`src/hs_i2c_map.svh`:
```
// Constants of the high-speed two-wire write receiver.
// Assumes inclusion by bare name from the package and the design module.
`ifndef HS_I2C_MAP_SVH
`define HS_I2C_MAP_SVH

`define HSM_CODE_PREFIX   5'h01
`define DEV_ADDR_PREFIX   5'h13
`define CTRL_ZERO_MASK    8'hC8
`define CTRL_KIND_BIT     0
`define CTRL_SEL_HI       2
`define CTRL_SEL_LO       1
`define CTRL_UPD_HI       5
`define CTRL_UPD_LO       4
`define PD_LOW_MASK       8'h3F
`define BIT_CNT_LAST      3'h7
`define STAGE_RESET       10'h000
`define FIFO_DEPTH        4
`define FIFO_WIDTH        13

`endif

```
`src/hs_i2c_pkg.sv`:
```
// Types shared by the two-wire write receiver.
// Assumes the constant header is on the include path.
`default_nettype none
`include "hs_i2c_map.svh"

package hs_i2c_pkg;

  typedef enum logic [2:0] {
    ST_IDLE  = 3'b000,
    ST_ADDR  = 3'b001,
    ST_CTRL  = 3'b010,
    ST_HIGH  = 3'b011,
    ST_LOW   = 3'b100,
    ST_PDLOW = 3'b101,
    ST_SKIP  = 3'b110
  } rx_state_t;

  typedef struct packed {
    logic [1:0] channel;
    logic [1:0] update_ctl;
    logic       data_kind_flag;
    logic [7:0] value;
  } write_word_t;

  typedef struct packed {
    logic [1:0] pd;
    logic [7:0] code;
  } staging_t;

endpackage

`default_nettype wire

```
`src/hs_i2c_dac_write_receiver.sv`:
```
// Receive side of a high-speed two-wire slave in a quad 8-bit converter.
// Assumes bus pins arrive asynchronously and are resampled on ref_clk_i.
`timescale 1ns/1ps
`default_nettype none
`include "hs_i2c_map.svh"

module write_fifo #(
  parameter int WIDTH = 13,
  parameter int DEPTH = 4
) (
  input  wire logic             ref_clk_i,
  input  wire logic             rst_b_i,
  input  wire logic             in_valid_i,
  output logic                  in_ready_o,
  input  wire logic [WIDTH-1:0] in_data_i,
  output logic                  out_valid_o,
  input  wire logic             out_ready_i,
  output logic      [WIDTH-1:0] out_data_o
);
  localparam int AW = $clog2(DEPTH);
  logic [WIDTH-1:0] mem_reg [DEPTH];
  logic [AW-1:0]    wr_ptr_reg;
  logic [AW-1:0]    rd_ptr_reg;
  logic [AW:0]      count_reg;
  wire              push = in_valid_i && in_ready_o;
  wire              pop  = out_valid_o && out_ready_i;

  assign in_ready_o  = (count_reg < (AW+1)'(DEPTH));
  assign out_valid_o = (count_reg != '0);
  assign out_data_o  = mem_reg[rd_ptr_reg];

  always_ff @(posedge ref_clk_i) begin
    if (push) begin
      mem_reg[wr_ptr_reg] <= in_data_i;
    end
  end

  always_ff @(posedge ref_clk_i) begin
    if (!rst_b_i) begin
      wr_ptr_reg <= '0;
      rd_ptr_reg <= '0;
      count_reg  <= '0;
    end else begin
      if (push) begin
        wr_ptr_reg <= (wr_ptr_reg == AW'(DEPTH-1)) ? '0 : wr_ptr_reg + 1'b1;
      end
      if (pop) begin
        rd_ptr_reg <= (rd_ptr_reg == AW'(DEPTH-1)) ? '0 : rd_ptr_reg + 1'b1;
      end
      count_reg <= count_reg + (AW+1)'(push) - (AW+1)'(pop);
    end
  end
endmodule

module hs_i2c_dac_write_receiver (
  input  wire logic        ref_clk_i,
  input  wire logic        rst_b_i,
  input  wire logic        scl_i,
  input  wire logic        sda_i,
  output logic             sda_o,
  output logic             sda_oe_b_o,
  input  wire logic        strap_addr_bit1_i,
  input  wire logic        strap_addr_bit0_i,
  output logic             wr_valid_o,
  input  wire logic        wr_ready_i,
  output logic [1:0]       wr_channel_o,
  output logic [1:0]       wr_update_ctl_o,
  output logic             wr_data_kind_flag_o,
  output logic [7:0]       wr_value_o,
  output logic [39:0]      channel_staging_o,
  output logic             busy_o
);
  // ****************************************************************
  // Pin synchronisers and bus events
  // ****************************************************************
  logic [1:0] scl_sync_reg;
  logic [1:0] sda_sync_reg;
  logic       scl_prev_reg;
  logic       sda_prev_reg;
  logic [1:0] strap_sync0_reg;
  logic [1:0] strap_sync1_reg;

  always_ff @(posedge ref_clk_i) begin
    if (!rst_b_i) begin
      scl_sync_reg    <= 2'h3;
      sda_sync_reg    <= 2'h3;
      scl_prev_reg    <= 1'b1;
      sda_prev_reg    <= 1'b1;
      strap_sync0_reg <= 2'h0;
      strap_sync1_reg <= 2'h0;
    end else begin
      scl_sync_reg    <= {scl_sync_reg[0], scl_i};
      sda_sync_reg    <= {sda_sync_reg[0], sda_i};
      scl_prev_reg    <= scl_sync_reg[1];
      sda_prev_reg    <= sda_sync_reg[1];
      strap_sync0_reg <= {strap_sync0_reg[0], strap_addr_bit1_i};
      strap_sync1_reg <= {strap_sync1_reg[0], strap_addr_bit0_i};
    end
  end

  wire scl_s     = scl_sync_reg[1];
  wire sda_s     = sda_sync_reg[1];
  wire scl_rise  = scl_s && !scl_prev_reg;
  wire scl_fall  = !scl_s && scl_prev_reg;
  wire start_det = scl_s && scl_prev_reg && sda_prev_reg && !sda_s;
  wire stop_det  = scl_s && scl_prev_reg && !sda_prev_reg && sda_s;

  // ****************************************************************
  // Byte shifter
  // ****************************************************************
  logic [7:0] shift_reg;
  logic [2:0] bit_cnt_reg;
  logic       ack_phase_reg;
  logic       byte_done_reg;
  logic       ack_slot_reg;

  wire [7:0] byte_next = {shift_reg[6:0], sda_s};
  wire       last_bit  = (bit_cnt_reg == `BIT_CNT_LAST);

  always_ff @(posedge ref_clk_i) begin
    if (!rst_b_i || start_det || stop_det) begin
      shift_reg     <= 8'h00;
      bit_cnt_reg   <= 3'h0;
      ack_phase_reg <= 1'b0;
      byte_done_reg <= 1'b0;
      ack_slot_reg  <= 1'b0;
    end else begin
      byte_done_reg <= 1'b0;
      if (scl_rise && !ack_phase_reg) begin
        // Bits arrive most significant first, so the code lands in order.
        shift_reg     <= byte_next;
        bit_cnt_reg   <= bit_cnt_reg + 3'h1;
        byte_done_reg <= last_bit;
      end else if (scl_fall && ack_phase_reg) begin
        // The eighth fall opens the acknowledge slot and the ninth closes it, so the
        // line only moves while the bus clock is low and never fakes a start.
        ack_slot_reg  <= !ack_slot_reg;
        ack_phase_reg <= !ack_slot_reg;
      end
      if (scl_rise && !ack_phase_reg && last_bit) begin
        ack_phase_reg <= 1'b1;
      end
    end
  end

  // ****************************************************************
  // Write sequencer
  // ****************************************************************
  hs_i2c_pkg::rx_state_t state_reg;
  hs_i2c_pkg::rx_state_t state_next;
  logic [7:0]            ctrl_reg;
  logic                  ack_reg;
  logic                  push_reg;
  hs_i2c_pkg::write_word_t word_reg;
  hs_i2c_pkg::staging_t    stage_reg [4];
  logic                  fifo_ready;

  wire [1:0] sel_ch     = ctrl_reg[`CTRL_SEL_HI:`CTRL_SEL_LO];
  wire       addr_match = (shift_reg[7:3] == `DEV_ADDR_PREFIX) &&
                          (shift_reg[2] == strap_sync0_reg[1]) &&
                          (shift_reg[1] == strap_sync1_reg[1]) && !shift_reg[0];
  wire       ctrl_ok    = ((shift_reg & `CTRL_ZERO_MASK) == 8'h00);
  wire       pd_ok      = ((shift_reg & `PD_LOW_MASK) == 8'h00);

  always_comb begin
    state_next = state_reg;
    case (state_reg)
      hs_i2c_pkg::ST_ADDR:  state_next = addr_match ? hs_i2c_pkg::ST_CTRL
                                                    : hs_i2c_pkg::ST_SKIP;
      hs_i2c_pkg::ST_CTRL: begin
        if (!ctrl_ok) begin
          state_next = hs_i2c_pkg::ST_SKIP;
        end else if (shift_reg[`CTRL_KIND_BIT]) begin
          state_next = hs_i2c_pkg::ST_PDLOW;
        end else begin
          state_next = hs_i2c_pkg::ST_HIGH;
        end
      end
      hs_i2c_pkg::ST_HIGH:  state_next = hs_i2c_pkg::ST_LOW;
      hs_i2c_pkg::ST_LOW:   state_next = ctrl_reg[`CTRL_KIND_BIT] ? hs_i2c_pkg::ST_SKIP
                                                                  : hs_i2c_pkg::ST_HIGH;
      hs_i2c_pkg::ST_PDLOW: state_next = hs_i2c_pkg::ST_LOW;
      default:              state_next = hs_i2c_pkg::ST_SKIP;
    endcase
  end

  wire ack_this = (state_reg == hs_i2c_pkg::ST_ADDR && addr_match) ||
                  (state_reg == hs_i2c_pkg::ST_CTRL && ctrl_ok) ||
                  (state_reg == hs_i2c_pkg::ST_HIGH) ||
                  (state_reg == hs_i2c_pkg::ST_LOW) ||
                  (state_reg == hs_i2c_pkg::ST_PDLOW && pd_ok);
  wire data_byte = (state_reg == hs_i2c_pkg::ST_HIGH) || (state_reg == hs_i2c_pkg::ST_PDLOW);

  always_ff @(posedge ref_clk_i) begin
    if (!rst_b_i) begin
      state_reg <= hs_i2c_pkg::ST_IDLE;
      ctrl_reg  <= 8'h00;
      ack_reg   <= 1'b0;
      push_reg  <= 1'b0;
      word_reg  <= '0;
    end else begin
      push_reg <= push_reg && !fifo_ready;
      if (start_det) begin
        state_reg <= hs_i2c_pkg::ST_ADDR;
        ack_reg   <= 1'b0;
      end else if (stop_det) begin
        state_reg <= hs_i2c_pkg::ST_IDLE;
        ack_reg   <= 1'b0;
      end else if (byte_done_reg) begin
        state_reg <= state_next;
        // Hold the line low on a data byte only if the previous word has left word_reg, so no code is lost.
        ack_reg   <= ack_this && !(data_byte && push_reg);
        if (state_reg == hs_i2c_pkg::ST_CTRL) begin
          ctrl_reg <= shift_reg;
        end
        // A refused byte must leave no trace in staging or in the queue.
        if (data_byte && ack_this && !push_reg) begin
          word_reg.channel        <= sel_ch;
          word_reg.update_ctl     <= ctrl_reg[`CTRL_UPD_HI:`CTRL_UPD_LO];
          word_reg.data_kind_flag <= ctrl_reg[`CTRL_KIND_BIT];
          word_reg.value          <= shift_reg;
          push_reg                <= 1'b1;
        end
      end else if (scl_fall && !ack_phase_reg) begin
        ack_reg <= 1'b0;
      end
    end
  end

  genvar ch;
  generate
    for (ch = 0; ch < 4; ch++) begin : g_stage
      always_ff @(posedge ref_clk_i) begin
        if (!rst_b_i) begin
          stage_reg[ch] <= `STAGE_RESET;
        end else if (push_reg && fifo_ready && word_reg.channel == 2'(ch)) begin
          if (word_reg.data_kind_flag) begin
            stage_reg[ch].pd <= word_reg.value[7:6];
          end else begin
            stage_reg[ch].code <= word_reg.value;
          end
        end
      end
    end
  endgenerate

  // ****************************************************************
  // Output queue and pins
  // ****************************************************************
  logic        q_valid;
  logic [12:0] q_data;

  write_fifo #(
    .WIDTH (`FIFO_WIDTH),
    .DEPTH (`FIFO_DEPTH)
  ) u_fifo (
    .ref_clk_i   (ref_clk_i),
    .rst_b_i     (rst_b_i),
    .in_valid_i  (push_reg),
    .in_ready_o  (fifo_ready),
    .in_data_i   (word_reg),
    .out_valid_o (q_valid),
    .out_ready_i (wr_ready_i && !wr_valid_o),
    .out_data_o  (q_data)
  );

  always_ff @(posedge ref_clk_i) begin
    if (!rst_b_i) begin
      wr_valid_o          <= 1'b0;
      wr_channel_o        <= 2'h0;
      wr_update_ctl_o     <= 2'h0;
      wr_data_kind_flag_o <= 1'b0;
      wr_value_o          <= 8'h00;
      sda_o               <= 1'b1;
      sda_oe_b_o          <= 1'b1;
      channel_staging_o   <= 40'h0;
      busy_o              <= 1'b0;
    end else begin
      wr_valid_o <= q_valid && wr_ready_i && !wr_valid_o;
      if (q_valid && wr_ready_i && !wr_valid_o) begin
        {wr_channel_o, wr_update_ctl_o, wr_data_kind_flag_o, wr_value_o} <= q_data;
      end
      sda_o             <= 1'b0;
      sda_oe_b_o        <= !(ack_reg && ack_slot_reg);
      channel_staging_o <= {stage_reg[3], stage_reg[2], stage_reg[1], stage_reg[0]};
      busy_o            <= (state_reg != hs_i2c_pkg::ST_IDLE);
    end
  end
endmodule

`default_nettype wire

```
`config.mk`:
```
export PLATFORM = sky130hd
export DESIGN_NAME = hs_i2c_dac_write_receiver
export DESIGN_NICKNAME = d
export VERILOG_FILES = /design/src/hs_i2c_pkg.sv /design/src/hs_i2c_dac_write_receiver.sv
export VERILOG_INCLUDE_DIRS = /design/src
export SDC_FILE = /design/constraint.sdc
export NUM_CORES = 1
export LEC_CHECK = 0
export ABC_CLOCK_PERIOD_IN_PS = 6700
export BUFFER_PORTS_ARGS = -buffer_cell sky130_fd_sc_hd__buf_4
export CAP_MARGIN = 10
export CELL_PAD_IN_SITES_DETAIL_PLACEMENT = 2
export CELL_PAD_IN_SITES_GLOBAL_PLACEMENT = 2
export CORE_ASPECT_RATIO = 0.5
export CORE_MARGIN = 2
export CORE_UTILIZATION = 44
export DETAILED_ROUTE_END_ITERATION = 8
export GPL_ROUTABILITY_DRIVEN = 0
export GPL_TIMING_DRIVEN = 0
export PLACE_DENSITY = 0.88
export SLEW_MARGIN = 20
export SYNTH_ARGS = -nofsm -noshare
export SYNTH_HDL_FRONTEND = slang
export SYNTH_SLANG_ARGS = --single-unit
export TNS_END_PERCENT = 30
```
`constraint.sdc`:
```
create_clock -name ref_clk_i -period 6.7 [get_ports ref_clk_i]
set_input_delay 0.335 -clock ref_clk_i [delete_from_list [all_inputs] [get_ports ref_clk_i]]
set_output_delay 0.335 -clock ref_clk_i [all_outputs]
set_load 0.005 [all_outputs]
```
==> results of run 1 <==
[power breakdown]
| part | switching (mW) | total, mW | internal [mW] |
|---|---|---|---|
| Clock | 0.483 | 1.09 | 0.603 |
| Combinational | 0.195 | 0.331 | 0.136 |
| Sequential | 0.0479 | 1.41 | 1.36 |
| Total | 0.726 | 2.82 | 2.10 |
[cell usage after synthesis (3+ instances only)]
| master | instances | share of area (%) |
|---|---|---|
| a21oi_1 | 33 | 2.3 |
| nand2b_1 | 8 | 0.68 |
| dfxtp_1 | 111 | 30 |
| nand2_1 | 83 | 4.2 |
| edfxtp_1 | 92 | 38 |
| nor2_1 | 33 | 1.7 |
| xor2_1 | 4 | 0.48 |
| clkbuf_1 | 20 | 1.0 |
| ha_1 | 9 | 1.5 |
| mux2i_1 | 18 | 2.5 |
| mux4_2 | 13 | 4.0 |
| inv_1 | 12 | 0.61 |
| nand3_1 | 5 | 0.34 |
| o21ai_0 | 13 | 0.89 |
| xnor2_1 | 3 | 0.36 |
| nor3_1 | 6 | 0.41 |
| and2_1 | 83 | 7.1 |
[final timing paths]
| path | start | to | slack, ns | cells past startpoint |
|---|---|---|---|---|
| worst max register to register | u_fifo.count_reg[2] | u_fifo.count_reg[2] | 3.09 | 11 |
| worst min-delay path | sda_i | sda_sync_reg[0] | 0.03 | 2 |
| worst max-delay path | u_fifo.count_reg[2] | u_fifo.count_reg[2] | 3.09 | 11 |
| worst min register to register | sda_sync_reg[0] | sda_sync_reg[1] | 0.41 | 1 |
[area by class of cell]
cell class              instances  area share, %
clock inverters                 4          0.518
inverters                      13          0.561
plain buffers                  24           1.30
flip-flops and latches        203           57.3
diodes                          1         0.0288
multi-input cells             340           25.2
repair buffers                 64           5.53
clock buffers                  27           6.28
well taps                     227           3.27
[worst register-to-register path: stages, from the launching register on]
cell and delay [ns]:
dfxtp_1 0.38, o311ai_2 0.71, inv_1 0.31, clkbuf_1 0.41, ha_1 0.40, inv_1 0.07
ha_1 0.19, inv_1 0.10, fa_1 0.40, xor2_1 0.24, xnor2_1 0.18, nor2_1 0.08
[kinds of logic (layout without fill, tap and decap cells)]
| logic type | Yosys count | after routing |
|---|---|---|
| and+or+nand+nor | 233 | 233 |
| DFF | 203 | 203 |
| AOI/OAI and AO/OA | 59 | 59 |
| buffers and inverters | 37 | 132 |
| muxes | 31 | 31 |
| adders and majority gates | 10 | 10 |
| xor gates and xnor gates | 7 | 7 |
| other | 0 | 1 |
[routing by layer]
metal	share of wire, %	vias to the layer above
met4	2.7	0
li1	-	2146
met2	50	161
met1	42	2514
met3	4.7	56
met5	0	-
[layout by cell type (no fill, tap or decap), types with 18 or more instances in the layout]
| master | Yosys | layout |
|---|---|---|
| dfxtp_1 | 111 | 111 |
| nand2_1 | 83 | 83 |
| clkbuf_16 | 0 | 19 |
| buf_4 | 1 | 65 |
| clkbuf_1 | 20 | 24 |
| a21oi_1 | 33 | 33 |
| nor2_1 | 33 | 33 |
| edfxtp_1 | 92 | 92 |
| and2_1 | 83 | 83 |
| mux2i_1 | 18 | 18 |
==> impl_metrics.json, run 1 <==
{
  "syn_area_um2": 7340,
  "period_minus_slack_ns": 3.61,
  "h-tree-depth": 1,
  "ir_worst_vdd_v": 0.000143,
  "ctsRootBufferMaster": "clkbuf_16",
  "top_usage_layer": "met2",
  "cts_inserted_buffers": 18,
  "antenna_found_initial": 1,
  "die_area_um2": 17800,
  "total_power_mw": 2.82,
  "drv_cap": 0,
  "synth-simple-area-share_pct": 15.9,
  "syn_inst": 580,
  "vias": 4877,
  "post-cts-setup-buffers": 0,
  "fin_cells": 903,
  "die_y_um": 95.3,
  "synth_edf_count": 92,
  "final-seq-area_um2": 4980,
  "grt_pass1_vias": 5498,
  "synth.avg_cell_area_um2": 12.6,
  "nNetsFinal": 681,
  "viasPerCell": 5.40,
  "yosys.cell_types.count": 44,
  "ys_warn_count": 0,
  "power.leakage_nw": 3.04,
  "power_density_nw_per_um2": 325,
  "finalMaxSlewViolations": 0,
  "cp-end-kind": "register",
  "cts_tree": "done",
  "area_growth_pct": 18.5,
  "seq_area_frac_synth_pct": 68.0,
  "wl_um": 24300,
  "rows": 33,
  "clk_latency_ns": 0.50,
  "nFillCells": 1562,
  "worstPathBufferInverterCount": 4,
  "wl_per_cell_um": 26.9,
  "drtAntennaViolNets": 0,
  "largest_register_ffs": 52,
  "path_class": "register to register",
  "drive_gt1_share_pct": 17.0,
  "hold_viol": 0,
  "hold_ws_ns": 0.0255,
  "final_cell_area_um2": 8690,
  "place_area_um2": 8090,
  "async_flop_share_pct": 0,
  "finalClockSkew_ns": 0.0150,
  "fmax_mhz": 277,
  "setup_tns_ns": 0,
  "status": "finished clean",
  "port_buffers": 63,
  "synth-compound-area-share_pct": 4.81,
  "grt_use_met1_pct": 34.5,
  "final_util_pct": 53.2,
  "setup_violations": 0,
  "synth_ff_type": "dfxtp_1",
  "initial_core_util_pct": 44.9,
  "overflow": 0,
  "fp.dieW_um": 187,
  "ios": 64,
  "grt_use_met2_pct": 50.8,
  "track_usage_pct": 28.0,
  "hp-class": "input port to register",
  "synth_top_family_by_area": "simple AND/OR/NAND/NOR gates",
  "synthAdderAreaFrac_pct": 1.81,
  "critPathMaxFanout": 10,
  "cts.path.max_buffers": 3,
  "clk_pin_slew_ns": 0.07,
  "layout_worst_path_cycle_share_pct": 53.8,
  "ys_ff_latch": 203,
  "slowest_stage": "o311ai_2",
  "multi_input_area_um2": 2190,
  "numClockSinks": 203,
  "grt_pass1_wl_um": 36400,
  "hpwl_um": 14300,
  "worstPathCellList": "o311ai_2, inv_1, clkbuf_1, ha_1, inv_1, ha_1, inv_1, fa_1, xor2_1, xnor2_1, nor2_1",
  "start_kind": "register",
  "relSlewSlack_pct": 42.8,
  "critPathRequiredTime_ns": 7.05,
  "synth_xor_xnor_area_share_pct": 0.836,
  "slowest_delay_ns": 0.71,
  "drtIter0Drc": 336,
  "drc": 0,
  "crit_path_frequent_cell": "inv_1",
  "cts_hold_buf": 0,
  "cts_resized": 0,
  "rsz0062_at_grt": "false",
  "worst-slew-pin-transition_ns": 0.852,
  "setup_ws_ns": 3.09,
  "core_um2": 16400,
  "grt_max_degree": 17,
  "pre_cts_ws_ns": 3.29,
  "synthesis.nets": 597,
  "post-place-cells": 870,
  "arrival_ns": 3.96,
  "dr.pass1.iters": 5,
  "grt_util_met3_pct": 4.71,
  "cp_top_family": "adder cells",
  "synth_mux_area_share_pct": 6.45
}
(Power assumes the default switching activity.)
==> inputs of run 2 (changes only) <==
--- a/config.mk
+++ b/config.mk
@@ -6,18 +6,18 @@
 export SDC_FILE = /design/constraint.sdc
 export NUM_CORES = 1
 export LEC_CHECK = 0
-export ABC_CLOCK_PERIOD_IN_PS = 6700
+export ABC_CLOCK_PERIOD_IN_PS = 3220
 export BUFFER_PORTS_ARGS = -buffer_cell sky130_fd_sc_hd__buf_4
 export CAP_MARGIN = 10
 export CELL_PAD_IN_SITES_DETAIL_PLACEMENT = 2
 export CELL_PAD_IN_SITES_GLOBAL_PLACEMENT = 2
 export CORE_ASPECT_RATIO = 0.5
 export CORE_MARGIN = 2
-export CORE_UTILIZATION = 44
+export CORE_UTILIZATION = 37
 export DETAILED_ROUTE_END_ITERATION = 8
 export GPL_ROUTABILITY_DRIVEN = 0
 export GPL_TIMING_DRIVEN = 0
-export PLACE_DENSITY = 0.88
+export PLACE_DENSITY = 0.79
 export SLEW_MARGIN = 20
 export SYNTH_ARGS = -nofsm -noshare
 export SYNTH_HDL_FRONTEND = slang
==> constraint.sdc (replaced) <==
create_clock -name ref_clk_i -period 3.22 [get_ports ref_clk_i]
set_input_delay 0.161 -clock ref_clk_i [delete_from_list [all_inputs] [get_ports ref_clk_i]]
set_output_delay 0.161 -clock ref_clk_i [all_outputs]
set_load 0.005 [all_outputs]
==> run 2 against run 1 <==
  * Worst setup slack got worse by 2.8 ns
  * First-iteration DRC count decreased by 37%
  * Register-to-register slack got worse by 2.8 ns
  * Global-route usage decreased by 8.7 points
  * Clock power increased by 120%
  * Highest routed layer unchanged
  * Non-clock buffer count increased by 4
  * Critical endpoint unchanged
  * Final cell count increased by 5.2%
  * Sequential power increased by 110%
==> impl_metrics.json, run 2 (synthesized netlist as in run 1, its figures left out) <==
{
  "status": "finished clean",
  "worstPathBufferInverterCount": 4,
  "path_class": "register to register",
  "setup_ws_ns": 0.247,
  "antenna_found_initial": 1,
  "finalClockSkew_ns": 0.00954,
  "overflow": 0,
  "worst-slew-pin-transition_ns": 0.817,
  "critPathMaxFanout": 10,
  "wl_per_cell_um": 20.8,
  "numClockSinks": 203,
  "arrival_ns": 3.33,
  "cts.path.max_buffers": 3,
  "power.leakage_nw": 3.10,
  "drc": 0,
  "ctsRootBufferMaster": "clkbuf_16",
  "clk_latency_ns": 0.49,
  "slowest_delay_ns": 0.53,
  "slowest_stage": "o311ai_4",
  "fp.dieW_um": 203,
  "wl_um": 19700,
  "relSlewSlack_pct": 45.5,
  "power_density_nw_per_um2": 668,
  "core_um2": 19500,
  "final_util_pct": 45.6,
  "drtIter0Drc": 213,
  "viasPerCell": 4.90,
  "grt_max_degree": 16,
  "finalMaxSlewViolations": 0,
  "grt_pass1_wl_um": 31000,
  "crit_path_frequent_cell": "inv_1",
  "grt_pass1_vias": 5235,
  "total_power_mw": 5.93,
  "h-tree-depth": 1,
  "pre_cts_ws_ns": 0.107,
  "clockPowerShare_pct": 40.1,
  "largest_register_ffs": 52,
  "port_buffers": 63,
  "worstPathCellList": "o311ai_4, inv_1, clkbuf_1, ha_1, inv_1, ha_1, inv_1, fa_1, xor2_1, xnor2_1, nor2_1",
  "post-cts-setup-buffers": 0,
  "period_minus_slack_ns": 2.97,
  "setup_violations": 0,
  "drive_gt1_share_pct": 17.4,
  "cts_tree": "done",
  "final_common_cell": "dfxtp_1",
  "layout_worst_path_cycle_share_pct": 92.3,
  "rsz0062_at_grt": "false",
  "antennaDiodeCount": 0,
  "ir_worst_vdd_v": 0.000312,
  "hp-class": "input port to register",
  "switching_power_mw": 1.42,
  "clk_pin_slew_ns": 0.07,
  "combPwrFrac_pct": 10.7,
  "fmax_mhz": 336,
  "start_kind": "register",
  "drtAntennaViolNets": 0,
  "swShare_pct": 24.0,
  "die_area_um2": 21000,
  "critPathRequiredTime_ns": 3.58,
  "layout_common_cells": "dfxtp_1 (111), edfxtp_1 (92), and2_1 (83), nand2_1 (83), buf_4 (64)",
  "ios": 64,
  "die_y_um": 104,
  "cts_inserted_buffers": 20,
  "nNetsFinal": 687,
  "cp_top_family": "adder cells",
  "area_growth_pct": 20.9,
  "initial_core_util_pct": 37.7,
  "dr.pass1.iters": 4,
  "rows": 36,
  "drv_cap": 0,
  "setup_tns_ns": 0,
  "cp-end-kind": "register",
  "hpwl_um": 13400,
  "vias": 4657,
  "hold_ws_ns": 0.166,
  "p_int_mw": 4.50,
  "hold_viol": 0,
  "power_frac_seq_pct": 49.2,
  "track_usage_pct": 19.3
}
## run 2: cell type report
cell class                      count  area (um^2)
Sequential cell                   203         4980
Tap cell                          266          333
Clock inverter                      7         62.6
Multi-Input combinational cell    340         2200
Timing Repair Buffer               68          520
Inverter                           13         48.8
Clock buffer                       29          607
Fill cell                        1970        10600
Buffer                             24          113
## run 2: layer usage
layer / wire, um / vias to the layer above / global-route usage (%)
met5: 0 / - / 0
met4: 320 / 0 / 3.81
met3: 691 / 26 / 3.34
met2: 10100 / 64 / 34.7
met1: 8650 / 2402 / 24.6
li1: - / 2165 / -
## run 2: metrics by stage
step                cell area [um^2]  instances
global route                    8870        950
floorplan                       7340        580
global placement                8140        909
detailed placement              8140        909
CTS                             8860        949
finish                          8870        950
## run 2: tightest hold or removal path, stage by stage
cell,delay [ns]
buf_4,0.10
o311ai_4,0.18
nand2_1,0.11
a21oi_1,0.05
## run 2: power by group through the flow
stage / registers [mW] / logic [mW] / clock network, mW
CTS: 2.92 / 0.649 / 2.43
detailed placement: 2.97 / 0.624 / 0
global route: 2.93 / 0.712 / 2.55
global placement: 2.95 / 0.588 / 0
finish: 2.91 / 0.635 / 2.38
floorplan: 2.95 / 0.338 / 0
## run 2: what timing repair did
item                                    in CTS  in global routing
endpoints found under the setup margin       1                  0
hold endpoints to repair                     4                  0
hold buffers                                 4                  0
gates resized for setup                      1                  0
## run 2: path summary, 6_finish.rpt
path / from / cells past startpoint / endpoint / slack [ns]
max reg2reg: u_fifo.count_reg[2] / 11 / u_fifo.count_reg[2] / 0.25
min: wr_ready_i / 4 / wr_channel_o[0] / 0.17
min reg2reg: scl_sync_reg[0] / 1 / scl_sync_reg[1] / 0.41
max: u_fifo.count_reg[2] / 11 / u_fifo.count_reg[2] / 0.25
